`src/hw/mgmt_consts.vh`:
```
// constants for the host management port and its serial management master
`ifndef MGMT_CONSTS_VH
`define MGMT_CONSTS_VH

// region decode on address bits [31:8]
`define REGION_MAC 24'h00_0004
`define REGION_MDIO 24'h00_0005
`define REGION_IRQ 24'h00_0006

// register offsets inside the regions (address bits [7:0])
`define OFS_RX_CFG 8'h04
`define OFS_TX_CFG 8'h08
`define OFS_MDIO_SETUP 8'h00
`define OFS_MDIO_CTRL 8'h04
`define OFS_MDIO_WDATA 8'h08
`define OFS_MDIO_RDATA 8'h0C
`define OFS_IRQ_STATUS 8'h00
`define OFS_IRQ_ENABLE 8'h04

// field positions
`define SOFT_RESET_BIT 31
`define SETUP_ENABLE_BIT 6
`define CTRL_OP_HI 15
`define CTRL_OP_LO 14
`define CTRL_INITIATE_BIT 11
`define CTRL_READY_BIT 7
`define CTRL_PHY_HI 28
`define CTRL_PHY_LO 24
`define CTRL_REG_HI 20
`define CTRL_REG_LO 16
`define RDATA_READY_BIT 16

// frame opcodes
`define OP_WRITE 2'b01
`define OP_READ 2'b10

// reset values
`define RST_CFG 31'h0000_0000
`define RST_DIV 6'h00

// AXI responses
`define RESP_OKAY 2'b00
`define RESP_SLVERR 2'b10
`define RESP_DECERR 2'b11

// timing: bus clock and the highest allowed management clock, in kHz
`define REF_CLK_KHZ 100000
`define MDC_MAX_KHZ 2500
// least divisor: ceil(ref / (2 * max)) - 1
`define MIN_DIV ((`REF_CLK_KHZ + 2 * `MDC_MAX_KHZ - 1) / (2 * `MDC_MAX_KHZ) - 1)

// frame layout: 64 bit times, read releases the line from bit 46
`define FRAME_BITS 7'd64
`define TA_START 7'd46
`define DATA_FIRST_SAMPLE 7'd49

`endif

```
`src/hw/mdc_divider.v`:
```
// management clock divider with rise and fall strobes
`timescale 1ns/10ps
module mdc_divider #(
    parameter DIV_W = 6
) (
    input wire ref_clk,
    input wire rstn,
    input wire run,
    input wire [DIV_W-1:0] divisor,
    output reg mdc,
    output reg mdc_rise,
    output reg mdc_fall
);

reg [DIV_W-1:0] count_r;

// half period is divisor+1 bus clocks, so f = f_ref / (2 * (1 + divisor))
always @(posedge ref_clk or negedge rstn) begin
    if (!rstn) begin
        count_r <= {DIV_W{1'b0}};
        mdc <= 1'b0;
        mdc_rise <= 1'b0;
        mdc_fall <= 1'b0;
    end else begin
        mdc_rise <= 1'b0;
        mdc_fall <= 1'b0;
        if (!run) begin
            // parked low so the next frame starts on a clean rising edge
            count_r <= {DIV_W{1'b0}};
            mdc <= 1'b0;
        end else if (count_r >= divisor) begin
            count_r <= {DIV_W{1'b0}};
            mdc <= ~mdc;
            mdc_rise <= ~mdc;
            mdc_fall <= mdc;
        end else begin
            count_r <= count_r + 1'b1;
        end
    end
end

endmodule

```
`src/hw/mgmt_frame_shifter.v`:
```
// serial management frame shifter, master side
`timescale 1ns/10ps
`include "mgmt_consts.vh"
module mgmt_frame_shifter (
    input wire ref_clk,
    input wire rstn,
    input wire start,
    input wire [1:0] op,
    input wire [4:0] phy_select,
    input wire [4:0] phy_register_select,
    input wire [15:0] wr_data,
    input wire mdc_rise,
    input wire mdc_fall,
    input wire mdio_i,
    output reg mdio_o,
    output reg mdio_t,
    output reg [15:0] rd_data,
    output reg done,
    output wire busy
);

reg run_r;
reg is_read_r;
reg [63:0] frame_r;
reg [6:0] bit_cnt_r;
reg [15:0] shift_in_r;
reg mdio_meta_r;
reg mdio_sync_r;

assign busy = run_r;

// data line comes from the pin, so two flops before use
always @(posedge ref_clk or negedge rstn) begin
    if (!rstn) begin
        mdio_meta_r <= 1'b1;
        mdio_sync_r <= 1'b1;
    end else begin
        mdio_meta_r <= mdio_i;
        mdio_sync_r <= mdio_meta_r;
    end
end

always @(posedge ref_clk or negedge rstn) begin
    if (!rstn) begin
        run_r <= 1'b0;
        is_read_r <= 1'b0;
        frame_r <= 64'h0000_0000_0000_0000;
        bit_cnt_r <= 7'd0;
        shift_in_r <= 16'h0000;
        rd_data <= 16'h0000;
        mdio_o <= 1'b1;
        mdio_t <= 1'b1;
        done <= 1'b0;
    end else begin
        done <= 1'b0;
        if (start && !run_r) begin
            run_r <= 1'b1;
            is_read_r <= (op == `OP_READ);
            bit_cnt_r <= 7'd0;
            // preamble, start, op, addresses, turnaround, data; msb first
            frame_r <= {32'hFFFF_FFFF, 2'b01, op, phy_select,
                        phy_register_select, 2'b10, wr_data};
        end else if (run_r && mdc_fall) begin
            if (bit_cnt_r == `FRAME_BITS) begin
                run_r <= 1'b0;
                mdio_t <= 1'b1;
                mdio_o <= 1'b1;
                done <= 1'b1;
                if (is_read_r)
                    rd_data <= shift_in_r;
            end else begin
                mdio_o <= frame_r[63];
                frame_r <= {frame_r[62:0], 1'b1};
                bit_cnt_r <= bit_cnt_r + 1'b1;
                // read hands the line to the PHY from the turnaround on
                mdio_t <= is_read_r && (bit_cnt_r >= `TA_START);
            end
        end else if (run_r && mdc_rise && is_read_r &&
                     bit_cnt_r >= `DATA_FIRST_SAMPLE) begin
            shift_in_r <= {shift_in_r[14:0], mdio_sync_r};
        end
    end
end

endmodule

```
`src/hw/mdio_host_port.v`:
```
// AXI4-Lite management port with config regions and management master
//
// Overview of operation
// - illegal or refused register accesses answer with an error response.
// - decode 0x400 MAC config, 0x500 management master, 0x600 interrupt.
// - config writes accepted anytime; rx/tx settings applied only in gaps.
// - soft resets act immediately, no wait for an interframe gap.
// - sole master starts all frames, shifted in step with its clock.
// - management clock is never programmed above 2.5 MHz.
// - write frame uses opcode 01; PHY stores the 16-bit word.
// - read frame uses opcode 10; PHY returns 16-bit register value.
// - clock is bus clock over twice one plus the 6-bit divisor.
// - divisor resets to zero; enabling with zero divisor is refused.
// - initiate clears ready; ready stays low until the frame ends.
// - after a read, received 16-bit value held in read-data register.
// - ready visible in control and read-data registers; interrupt too.
// - interrupt raised each time a started transaction finishes.
`timescale 1ns/10ps
`include "mgmt_consts.vh"
module mdio_host_port #(
    parameter DIV_W = 6
) (
    input wire ref_clk,
    input wire rstn,
    // AXI4-Lite slave
    input wire [31:0] s_axi_awaddr,
    input wire s_axi_awvalid,
    output wire s_axi_awready,
    input wire [31:0] s_axi_wdata,
    input wire [3:0] s_axi_wstrb,
    input wire s_axi_wvalid,
    output wire s_axi_wready,
    output reg [1:0] s_axi_bresp,
    output reg s_axi_bvalid,
    input wire s_axi_bready,
    input wire [31:0] s_axi_araddr,
    input wire s_axi_arvalid,
    output wire s_axi_arready,
    output reg [31:0] s_axi_rdata,
    output reg [1:0] s_axi_rresp,
    output reg s_axi_rvalid,
    input wire s_axi_rready,
    // MAC datapath side, same clock
    input wire rx_gap,
    input wire tx_gap,
    output reg [30:0] rx_cfg_active,
    output reg [30:0] tx_cfg_active,
    output reg rx_soft_reset,
    output reg tx_soft_reset,
    // management link; mdio_t low means driving
    output wire mdc,
    input wire mdio_i,
    output wire mdio_o,
    output wire mdio_t,
    output wire irq
);
reg aw_held_r;
reg [31:0] aw_addr_r;
reg w_held_r;
reg [31:0] w_data_r;
reg [3:0] w_strb_r;
reg [30:0] rx_cfg_r;
reg [30:0] tx_cfg_r;
reg [DIV_W-1:0] div_r;
reg en_r;
reg [1:0] op_r;
reg [4:0] phy_select_r;
reg [4:0] phy_register_select_r;
reg [15:0] wr_data_r;
reg ready_r;
reg start_r;
reg irq_pend_r;
reg irq_en_r;
wire mdc_rise;
wire mdc_fall;
wire [15:0] rd_data;
wire frame_done;
wire frame_busy;
wire do_write;
wire [23:0] w_region;
wire [7:0] w_ofs;
wire [23:0] r_region;
wire [7:0] r_ofs;
reg [31:0] wr_val;
reg [1:0] wr_resp;
reg [31:0] rd_val;
reg [1:0] rd_resp;

function [31:0] merge_bytes;
    input [31:0] old_val;
    input [31:0] new_val;
    input [3:0] strb;
    integer i;
    begin
        merge_bytes = old_val;
        for (i = 0; i < 4; i = i + 1) begin
            if (strb[i])
                merge_bytes[i*8 +: 8] = new_val[i*8 +: 8];
        end
    end
endfunction
// write address and data are caught independently, then answered together
assign s_axi_awready = !aw_held_r;
assign s_axi_wready = !w_held_r;
assign do_write = aw_held_r && w_held_r && !s_axi_bvalid;
assign s_axi_arready = !s_axi_rvalid;
assign w_region = aw_addr_r[31:8];
assign w_ofs = aw_addr_r[7:0];
assign r_region = s_axi_araddr[31:8];
assign r_ofs = s_axi_araddr[7:0];
assign irq = irq_pend_r && irq_en_r;
// write decode and legality check
always @* begin
    wr_val = 32'h0000_0000;
    wr_resp = `RESP_OKAY;
    case (w_region)
    `REGION_MAC: begin
        if (w_ofs == `OFS_RX_CFG)
            wr_val = merge_bytes({1'b0, rx_cfg_r}, w_data_r, w_strb_r);
        else if (w_ofs == `OFS_TX_CFG)
            wr_val = merge_bytes({1'b0, tx_cfg_r}, w_data_r, w_strb_r);
        else
            wr_resp = `RESP_SLVERR;
    end
    `REGION_MDIO: begin
        if (w_ofs == `OFS_MDIO_SETUP) begin
            wr_val = merge_bytes({25'd0, en_r, div_r}, w_data_r, w_strb_r);
            // enabling with a too small divisor would overspeed the link
            if (wr_val[`SETUP_ENABLE_BIT] &&
                wr_val[DIV_W-1:0] < `MIN_DIV)
                wr_resp = `RESP_SLVERR;
        end else if (w_ofs == `OFS_MDIO_CTRL) begin
            wr_val = merge_bytes({3'd0, phy_select_r, 3'd0,
                                  phy_register_select_r, op_r, 14'd0},
                                 w_data_r, w_strb_r);
            if (wr_val[`CTRL_INITIATE_BIT] &&
                (frame_busy || !en_r ||
                 (wr_val[`CTRL_OP_HI:`CTRL_OP_LO] != `OP_WRITE &&
                  wr_val[`CTRL_OP_HI:`CTRL_OP_LO] != `OP_READ)))
                wr_resp = `RESP_SLVERR;
        end else if (w_ofs == `OFS_MDIO_WDATA) begin
            wr_val = merge_bytes({16'd0, wr_data_r}, w_data_r, w_strb_r);
        end else begin
            // read data register and holes are not writable
            wr_resp = `RESP_SLVERR;
        end
    end
    `REGION_IRQ: begin
        wr_val = w_data_r & {{8{w_strb_r[3]}}, {8{w_strb_r[2]}},
                             {8{w_strb_r[1]}}, {8{w_strb_r[0]}}};
        if (w_ofs != `OFS_IRQ_STATUS && w_ofs != `OFS_IRQ_ENABLE)
            wr_resp = `RESP_SLVERR;
    end
    default: wr_resp = `RESP_DECERR;
    endcase
end
// read decode
always @* begin
    rd_val = 32'h0000_0000;
    rd_resp = `RESP_OKAY;
    case (r_region)
    `REGION_MAC: begin
        if (r_ofs == `OFS_RX_CFG)
            rd_val = {1'b0, rx_cfg_r};
        else if (r_ofs == `OFS_TX_CFG)
            rd_val = {1'b0, tx_cfg_r};
        else
            rd_resp = `RESP_SLVERR;
    end
    `REGION_MDIO: begin
        if (r_ofs == `OFS_MDIO_SETUP)
            rd_val = {25'd0, en_r, div_r};
        else if (r_ofs == `OFS_MDIO_CTRL)
            rd_val = {3'd0, phy_select_r, 3'd0, phy_register_select_r,
                      op_r, 6'd0, ready_r, 7'd0};
        else if (r_ofs == `OFS_MDIO_WDATA)
            rd_val = {16'd0, wr_data_r};
        else if (r_ofs == `OFS_MDIO_RDATA)
            rd_val = {15'd0, ready_r, rd_data};
        else
            rd_resp = `RESP_SLVERR;
    end
    `REGION_IRQ: begin
        if (r_ofs == `OFS_IRQ_STATUS)
            rd_val = {31'd0, irq_pend_r};
        else if (r_ofs == `OFS_IRQ_ENABLE)
            rd_val = {31'd0, irq_en_r};
        else
            rd_resp = `RESP_SLVERR;
    end
    default: rd_resp = `RESP_DECERR;
    endcase
end
// bus handshakes
always @(posedge ref_clk or negedge rstn) begin
    if (!rstn) begin
        aw_held_r <= 1'b0;
        aw_addr_r <= 32'h0000_0000;
        w_held_r <= 1'b0;
        w_data_r <= 32'h0000_0000;
        w_strb_r <= 4'h0;
        s_axi_bvalid <= 1'b0;
        s_axi_bresp <= `RESP_OKAY;
        s_axi_rvalid <= 1'b0;
        s_axi_rresp <= `RESP_OKAY;
        s_axi_rdata <= 32'h0000_0000;
    end else begin
        if (s_axi_awvalid && !aw_held_r) begin
            aw_held_r <= 1'b1;
            aw_addr_r <= s_axi_awaddr;
        end else if (do_write) begin
            aw_held_r <= 1'b0;
        end
        if (s_axi_wvalid && !w_held_r) begin
            w_held_r <= 1'b1;
            w_data_r <= s_axi_wdata;
            w_strb_r <= s_axi_wstrb;
        end else if (do_write) begin
            w_held_r <= 1'b0;
        end
        if (do_write) begin
            s_axi_bvalid <= 1'b1;
            s_axi_bresp <= wr_resp;
        end else if (s_axi_bready) begin
            s_axi_bvalid <= 1'b0;
        end
        if (s_axi_arvalid && !s_axi_rvalid) begin
            s_axi_rvalid <= 1'b1;
            s_axi_rresp <= rd_resp;
            s_axi_rdata <= rd_val;
        end else if (s_axi_rready) begin
            s_axi_rvalid <= 1'b0;
        end
    end
end
// register file; refused writes change nothing
always @(posedge ref_clk or negedge rstn) begin
    if (!rstn) begin
        rx_cfg_r <= `RST_CFG;
        tx_cfg_r <= `RST_CFG;
        rx_cfg_active <= `RST_CFG;
        tx_cfg_active <= `RST_CFG;
        rx_soft_reset <= 1'b0;
        tx_soft_reset <= 1'b0;
        div_r <= `RST_DIV;
        en_r <= 1'b0;
        op_r <= 2'b00;
        phy_select_r <= 5'd0;
        phy_register_select_r <= 5'd0;
        wr_data_r <= 16'h0000;
        ready_r <= 1'b1;
        start_r <= 1'b0;
        irq_pend_r <= 1'b0;
        irq_en_r <= 1'b0;
    end else begin
        start_r <= 1'b0;
        rx_soft_reset <= 1'b0;
        tx_soft_reset <= 1'b0;
        // settings reach the datapath only between frames
        if (rx_gap)
            rx_cfg_active <= rx_cfg_r;
        if (tx_gap)
            tx_cfg_active <= tx_cfg_r;
        if (frame_done)
            ready_r <= 1'b1;
        if (do_write && wr_resp == `RESP_OKAY) begin
            if (w_region == `REGION_MAC && w_ofs == `OFS_RX_CFG) begin
                rx_cfg_r <= wr_val[30:0];
                rx_soft_reset <= wr_val[`SOFT_RESET_BIT];
            end
            if (w_region == `REGION_MAC && w_ofs == `OFS_TX_CFG) begin
                tx_cfg_r <= wr_val[30:0];
                tx_soft_reset <= wr_val[`SOFT_RESET_BIT];
            end
            if (w_region == `REGION_MDIO && w_ofs == `OFS_MDIO_SETUP) begin
                div_r <= wr_val[DIV_W-1:0];
                en_r <= wr_val[`SETUP_ENABLE_BIT];
            end
            if (w_region == `REGION_MDIO && w_ofs == `OFS_MDIO_CTRL) begin
                op_r <= wr_val[`CTRL_OP_HI:`CTRL_OP_LO];
                phy_select_r <= wr_val[`CTRL_PHY_HI:`CTRL_PHY_LO];
                phy_register_select_r <= wr_val[`CTRL_REG_HI:`CTRL_REG_LO];
                if (wr_val[`CTRL_INITIATE_BIT]) begin
                    ready_r <= 1'b0;
                    start_r <= 1'b1;
                end
            end
            if (w_region == `REGION_MDIO && w_ofs == `OFS_MDIO_WDATA)
                wr_data_r <= wr_val[15:0];
            if (w_region == `REGION_IRQ && w_ofs == `OFS_IRQ_ENABLE)
                irq_en_r <= wr_val[0];
        end
        // completion sets the pending bit; a set beats a same-cycle clear
        if (frame_done)
            irq_pend_r <= 1'b1;
        else if (do_write && wr_resp == `RESP_OKAY &&
                 w_region == `REGION_IRQ && w_ofs == `OFS_IRQ_STATUS &&
                 wr_val[0])
            irq_pend_r <= 1'b0;
    end
end
// clock runs while enabled; disabling mid-frame freezes the frame
mdc_divider #(
    .DIV_W(DIV_W)
) u_div (
    .ref_clk(ref_clk),
    .rstn(rstn),
    .run(en_r),
    .divisor(div_r),
    .mdc(mdc),
    .mdc_rise(mdc_rise),
    .mdc_fall(mdc_fall)
);
mgmt_frame_shifter u_shift (
    .ref_clk(ref_clk),
    .rstn(rstn),
    .start(start_r),
    .op(op_r),
    .phy_select(phy_select_r),
    .phy_register_select(phy_register_select_r),
    .wr_data(wr_data_r),
    .mdc_rise(mdc_rise),
    .mdc_fall(mdc_fall),
    .mdio_i(mdio_i),
    .mdio_o(mdio_o),
    .mdio_t(mdio_t),
    .rd_data(rd_data),
    .done(frame_done),
    .busy(frame_busy)
);

endmodule

```
`config.mk`:
```
export PLATFORM = sky130hd
export DESIGN_NAME = mdio_host_port
export DESIGN_NICKNAME = d
export VERILOG_FILES = /design/src/hw/mdc_divider.v /design/src/hw/mgmt_frame_shifter.v /design/src/hw/mdio_host_port.v
export VERILOG_INCLUDE_DIRS = /design/src /design/src/hw
export SDC_FILE = /design/constraint.sdc
export NUM_CORES = 1
export LEC_CHECK = 0
export BUFFER_PORTS_ARGS = -buffer_cell sky130_fd_sc_hd__buf_2
export CORE_ASPECT_RATIO = 0.75
export CORE_UTILIZATION = 45
export CTS_CLUSTER_DIAMETER = 200
export DETAILED_ROUTE_END_ITERATION = 12
export GPL_ROUTABILITY_DRIVEN = 0
export GPL_TIMING_DRIVEN = 0
export HOLD_SLACK_MARGIN = 0.02
export PLACE_DENSITY = 0.6
export SLEW_MARGIN = 20
export SYNTH_ARGS = -nofsm -noshare
export SYNTH_HDL_FRONTEND = slang
export SYNTH_HIERARCHICAL = 1
export SYNTH_SLANG_ARGS = --single-unit
```
`constraint.sdc`:
```
create_clock -name ref_clk -period 4 [get_ports ref_clk]
set_input_delay 0.4 -clock ref_clk [delete_from_list [all_inputs] [get_ports ref_clk]]
set_output_delay 0.4 -clock ref_clk [all_outputs]
set_load 0.03 [all_outputs]
```
Word level (Yosys, flattened, before mapping)
Index checks and enable logic that the tools add are counted.
{"block": "totals", "ff_bits": 392, "output_inout_bits": 109, "elab_cells": 222}
{"block": "op_classes", "addsub": 2, "n_lt_le_gt_ge": 4, "n_eq_ne": 18, "mux": 97, "n_bitwise": 4, "n_reduce_logical": 56}
{"cell": "$mux 64", "count": 3}
{"cell": "$mux 8", "count": 23}
{"cell": "$mux 32", "count": 5}
{"cell": "$eq 24x3->1 const B", "count": 6}
{"cell": "$pmux 32 s3", "count": 1}
{"cell": "$pmux 31 s3", "count": 1}
{"cell": "$mux 31", "count": 2}
{"cell": "$mux 29", "count": 2}
{"cell": "$mux 1", "count": 36}
{"cell": "$mux 17", "count": 2}
{"cell": "$and 32x32->32", "count": 1}
{"cell": "$mux 2", "count": 15}
{"cell": "$logic_and 1x1->1", "count": 26}
{"cell": "$eq 8x4->1 const B", "count": 3}
{"cell": "$mux 7", "count": 3}
{"cell": "$reduce_and 2->1", "count": 9}
{"cell": "$eq 8x3->1 const B", "count": 2}
{"cell": "$logic_not 8->1", "count": 2}
{"cell": "$ge 7x6->1 const B", "count": 2}
{"cell": "$reduce_bool 2->1", "count": 7}
{"cell": "$mux 6", "count": 2}
{"cell": "$pmux 2 s3", "count": 2}
{"cell": "$ne 8x3->1 const B", "count": 1}
{"cell": "$reduce_bool 8->1", "count": 1}
{"cell": "14 further kinds", "count": 24}

Depth between registers and ports, before layout
{"block": "depth", "depth_word": 19, "ltp_mapped": 10, "ltp_nobuf": 6}

Modules after synthesis
The synthesis kept the hierarchy.
{"mod": "mdio_host_port", "instances": 1, "cells_each": 1165, "area_each_um2": 12839.8}
{"mod": "mgmt_frame_shifter", "instances": 1, "cells_each": 461, "area_each_um2": 5156.2}
{"mod": "mdc_divider", "instances": 1, "cells_each": 50, "area_each_um2": 520.5}

Least setup slack after synthesis
No wires, ideal clock.
{"block": "synth_timing", "path_kind": "register -> register", "start": "reg aw_addr_r[5]", "end": "reg tx_cfg_r[0]", "t_arrival_ns": 2.326, "t_required_ns": 3.875, "setup_slack_ns": 1.549, "path_stages_with_launch": 8, "period_less_slack_ns": 2.451, "path_cell_list": "dfrtp_1 > or4_4 > or3_4 > buf_6 > mux2i_1 > o21ai_0 > a211o_1 > mux2_2"}
{"block": "synth_between", "elab_chain_cells": 8, "elab_cells_between_ends": 22, "cone_classes": "eq/ne (3); mux (12); reduce/logical (7)"}
{"item": "start, declared", "line": "mdio_host_port.v:58", "text": "reg [31:0] aw_addr_r;"}
{"item": "start signal, assigned", "line": "mdio_host_port.v:210", "text": "aw_addr_r <= s_axi_awaddr;"}
{"item": "$eq 8x4->1 (no line)"}
{"item": "$mux 2", "line": "mdio_host_port.v:120, mdio_host_port.v:141"}
{"item": "$mux 2", "line": "mdio_host_port.v:132", "text": "end else if (w_ofs == `OFS_MDIO_CTRL) begin"}
{"item": "$mux 2", "line": "mdio_host_port.v:126", "text": "if (w_ofs == `OFS_MDIO_SETUP) begin"}
{"item": "$pmux 2 s3", "line": "mdio_host_port.v:116", "text": "case (w_region)"}
{"item": "$logic_not 2->1 (no line)"}
{"item": "$logic_and 1x1->1 (no line)"}
{"item": "$reduce_and 2->1 (no line)"}
{"item": "end signal, assigned", "line": "mdio_host_port.v:240", "text": "tx_cfg_r <= `RST_CFG;"}
{"item": "end signal, assigned", "line": "mdio_host_port.v:272", "text": "tx_cfg_r <= wr_val[30:0];"}
{"item": "end, declared", "line": "mdio_host_port.v:63", "text": "reg [30:0] tx_cfg_r;"}
Parallel ways exist; a longest one is shown, timed or not.
A chain may end at the register's enable or synchronous reset.

Worst setup path in the final report
{"block": "layout_timing", "start": "reg aw_addr_r[26]", "end": "reg rx_cfg_r[7]"}
{"block": "layout_between", "elab_chain_cells": 5, "elab_cells_between_ends": 9, "cone_classes": "eq/ne (3); mux (2); reduce/logical (4)"}
{"item": "$eq 24x3->1 (on tied branches)"}
{"item": "$pmux 2 s3", "line": "mdio_host_port.v:116"}
{"item": "$logic_not 2->1 (no line)"}
{"item": "$logic_and 1x1->1 (no line)"}
{"item": "$reduce_and 2->1 (no line)"}
{"item": "end signal, assigned", "line": "mdio_host_port.v:239", "text": "rx_cfg_r <= `RST_CFG;"}
{"item": "end signal, assigned", "line": "mdio_host_port.v:268", "text": "rx_cfg_r <= wr_val[30:0];"}
{"item": "end, declared", "line": "mdio_host_port.v:62", "text": "reg [30:0] rx_cfg_r;"}
Parallel ways exist; a longest one is shown, timed or not.

==> summary.txt <==
Status
  – Outcome: complete, no violations

Timing
  – Max frequency: 270 MHz
  – RSZ-0062 raised after global routing: no
  – Slew @ Worst Pin: approximately 1.2 ns
  – Worst slew margin: between 20 and 25%
  – Pins Over Slew Limit: 0
  – Final worst clock skew: between 0.02 and 0.03 ns
  – Tcrit/Tclk final: 92.5%
  – Final hold vios: 0
  – Min Hold Slack: about 0.046 ns
  – Shortest period the worst path allows: 3.70 ns
  – Final Setup Violations: 0
  – Fin Setup TNS: 0 ns

Logic synthesis
  – Synth cell types: 89
  – Cell area after synthesis: 18,500 sq um
  – Yosys reg bits: ~390
  – Yosys top cell by area: dfrtp_1
  – Fraction of registers with async set/reset: 100%
  – Synth area leaders: dfrtp_1 52%, mux2_2 8.9%, mux2i_1 4.6%
  – Post-synthesis cell count: ~1,700
  – Mean Syn Cell Area: around 11 sq um
  – Synth warn: 6
  – Area share of the largest cell type after synthesis: 52.2%
  – Seq/Total Area, Yosys: between 50% and 60%
  – Post-synth EDFFs: 0
  – Syn_nets: around 1,800
  – Main synth FF type: dfrtp_1

Pwr
  – Pwr Density: 479 nW/um^2
  – Leak pwr: 10.4 nW
  – VDD IR max: 284 uV

Route
  – 1st-iter DRT viols: 1,398
  – Drt total wl: 58,400 um
  – Via count: around 15,000
  – Vias per cell: around 6
  – ANT nets after route: 0
  – DRC Markers: 0
  – Routed WL per cell: 23.4 um
  – Pre-Repair DR Iteration Count: 5

Worst setup path
  – Crit-path slowest cell: clkbuf_1
  – CP endpoint kind: flip-flop
  – Slowest stage delay, CP: 0.62 ns
  – Crit-path most repeated cell: clkbuf_1
  – CP arrival: roughly 4.2 ns
  – Setup CP Type: flip-flop to flip-flop
  – Critical-path cell list: nor4_1, nand4b_1, clkbuf_1, nor2_1, clkbuf_1, nand3_1, o21ai_0
  – Startpoint type of the worst setup path: flip-flop
  – CP top delay family: simple AND/OR/NAND/NOR gates
  – Critical path buffers and inverters: 2
  – Critical Path RT: 4.47 ns
  – CP Max Fanout: 10

Placed design
  – Port-buffer cells: roughly 210
  – # placed instances: between 2,000 and 2,500
  – Placed Area: 20,400 sq um
  – Hpwl dp: 43,000 um

GRT
  – Initial antenna violation count: 1
  – First-pass GRT wire length: 89,100 um
  – Overall Global Routing Usage: between 20 and 30%
  – Total global routing overflow: 0
  – Vias in the first global route: 14,700
  – Largest net degree at the start of global routing: approximately 100

Clock tree
  – Clock Latency Late Sink: around 0.57 ns
  – TritonCTS clock tree: yes
  – Total CTS buffers: 41
  – H-tree Lvls: 2
  – Root Driver: clkbuf_16
  – Num Clock Sinks: around 400
  – Clock transition at the registers of the reported paths: approximately 0.07 ns
  – CTS max path bufs: 3

Floorplan
  – # rows: 63
  – Die span in y: about 180 um
  – Core Footprint: approximately 40,000 sq um
  – Die area: approximately 42,000 sq um
  – Die X: about 240 um
  – Starting Density: 46.2%
  – I/O pins: approximately 220

Run
  – Max Cap Viol: 0

Cells and area
  – Non-filler cells, final: between 2,000 and 2,500
  – Layout area overhead: 18.0%
  – Fin nets: 2,063
  – Final instance area: between 20,000 and 25,000 sq um
  – End-of-flow core utilization: a little over half
  – Layout cells sized above 1: about a quarter

Min path
  – Min-delay worst type: primary input to flip-flop
-- layout by cell type, fill, tap and decap left out, drive strengths merged, types with 8 or more instances in the layout --
cell / count
nor2: 111
nand3: 39
nor3: 19
nand2: 143
or3: 20
o211ai: 37
o21ai: 96
inv: 62
clkbuf: 133
mux2i: 85
a31oi: 66
a21oi: 50
or4: 8
a21boi: 28
clkinv: 8
a222oi: 14
nand4: 20
ha: 11
buf: 260
dfrtp: 386
mux2: 168
nor4: 19
nor2b: 9
and2: 11
a221oi: 11
a221o: 14
a22o: 28
a22oi: 12
-- routing by layer --
| metal | up-vias | global-route usage (%) | wire length, um |
|---|---|---|---|
| met4 | 0 | 8.96 | 1620 |
| met1 | 7549 | 39.6 | 26100 |
| li1 | 6682 | - | - |
| met2 | 637 | 41.3 | 25400 |
| met5 | - | 0 | 0 |
| met3 | 93 | 7.67 | 5290 |
-- through the flow --
| stage | power, mW | worst slack, ns |
|---|---|---|
| floorplan | 5.74 | 1.55 |
| global placement | 6.36 | -5.27 |
| detailed placement | 6.41 | 0.458 |
| CTS | 10.5 | 0.426 |
| global route | 10.9 | 0.109 |
| finish | 10.5 | 0.300 |
-- worst reg2reg max path, cell delays in order, from the launching register on --
cell      delay (ns)
dfrtp_1         0.38
nor4_1          0.41
nand4b_1        0.48
clkbuf_1        0.39
nor2_1          0.42
clkbuf_1        0.62
nand3_1         0.59
o21ai_0         0.34
-- cell type report --
type,instances,area [sq um]
fillers,3567,18200
flip-flops and latches,391,9790
multi-input cells,1110,8000
repair buffers,223,1230
clock buffers,57,1170
well taps,520,651
plain buffers,116,507
clock inverters,18,262
inverters,59,221
diodes,4,10.0
-- sequential cells by signal (all words and copies together) (netlist names), 31 cells and up --
signal	flops
rx_cfg_r	31
s_axi_rdata	31
u_shift/frame_r	64
aw_addr_r	32
rx_cfg_active	31
tx_cfg_active	31
tx_cfg_r	31
w_data_r	32
-- cells in the mapped netlist, types with 14 or more instances --
cell type,n
a21boi_0,28
a21oi_1,49
a221o_1,14
a222oi_1,14
a22o_1,28
a31oi_1,66
buf_1,14
buf_2,18
clkbuf_1,75
dfrtp_1,386
inv_1,59
mux2_2,147
mux2i_1,85
nand2_1,143
nand3_1,39
nand4_1,18
nor2_1,108
o211ai_1,36
o21ai_0,90
or3_1,19
-- worst paths after layout --
kind	start	endpoint	slack, ns	depth (start not counted)
setup / recovery	aw_addr_r[26]	rx_cfg_r[7]	0.30	7
hold / removal	s_axi_wdata[27]	w_data_r[27]	0.05	3
setup reg to reg	aw_addr_r[26]	rx_cfg_r[7]	0.30	7
hold reg to reg	u_shift/mdio_meta_r	u_shift/mdio_sync_r	0.36	0
max in group asynchronous	rstn	ready_r	2.46	4
min in group asynchronous	rstn	u_shift/frame_r[39]	0.34	2
-- what timing repair did --
action                                 in CTS  in global routing
buffers inserted                            0                  0
setup endpoints to repair                   0                  0
endpoints found under the hold margin      47                  0
gates resized for setup                     0                  0
hold buffers                                3                  0
-- power by group --
| part | internal, mW | switching (mW) | leakage [nW] | total, mW |
|---|---|---|---|---|
| logic | 0.645 | 1.11 | 4.43 | 1.76 |
| registers | 4.33 | 0.294 | 5.27 | 4.62 |
| clock network | 2.44 | 1.66 | 0.702 | 4.09 |
| total | 7.41 | 3.06 | 10.4 | 10.5 |
-- cell families (layout without fill, tap and decap cells) --
group           count (synthesis)  in the layout  synth area share, %
simple gates                  435            435                 12.0
mux                           253            253                 15.0
buf+inv                       175            473                 3.93
flops                         391            391                 52.9
other cells                     1              5               0.0203
xor+xnor                        6              6                0.284
fa+ha+maj                      11             11                0.743
compound gates                404            404                 15.1
(Power assumes the default switching activity.)
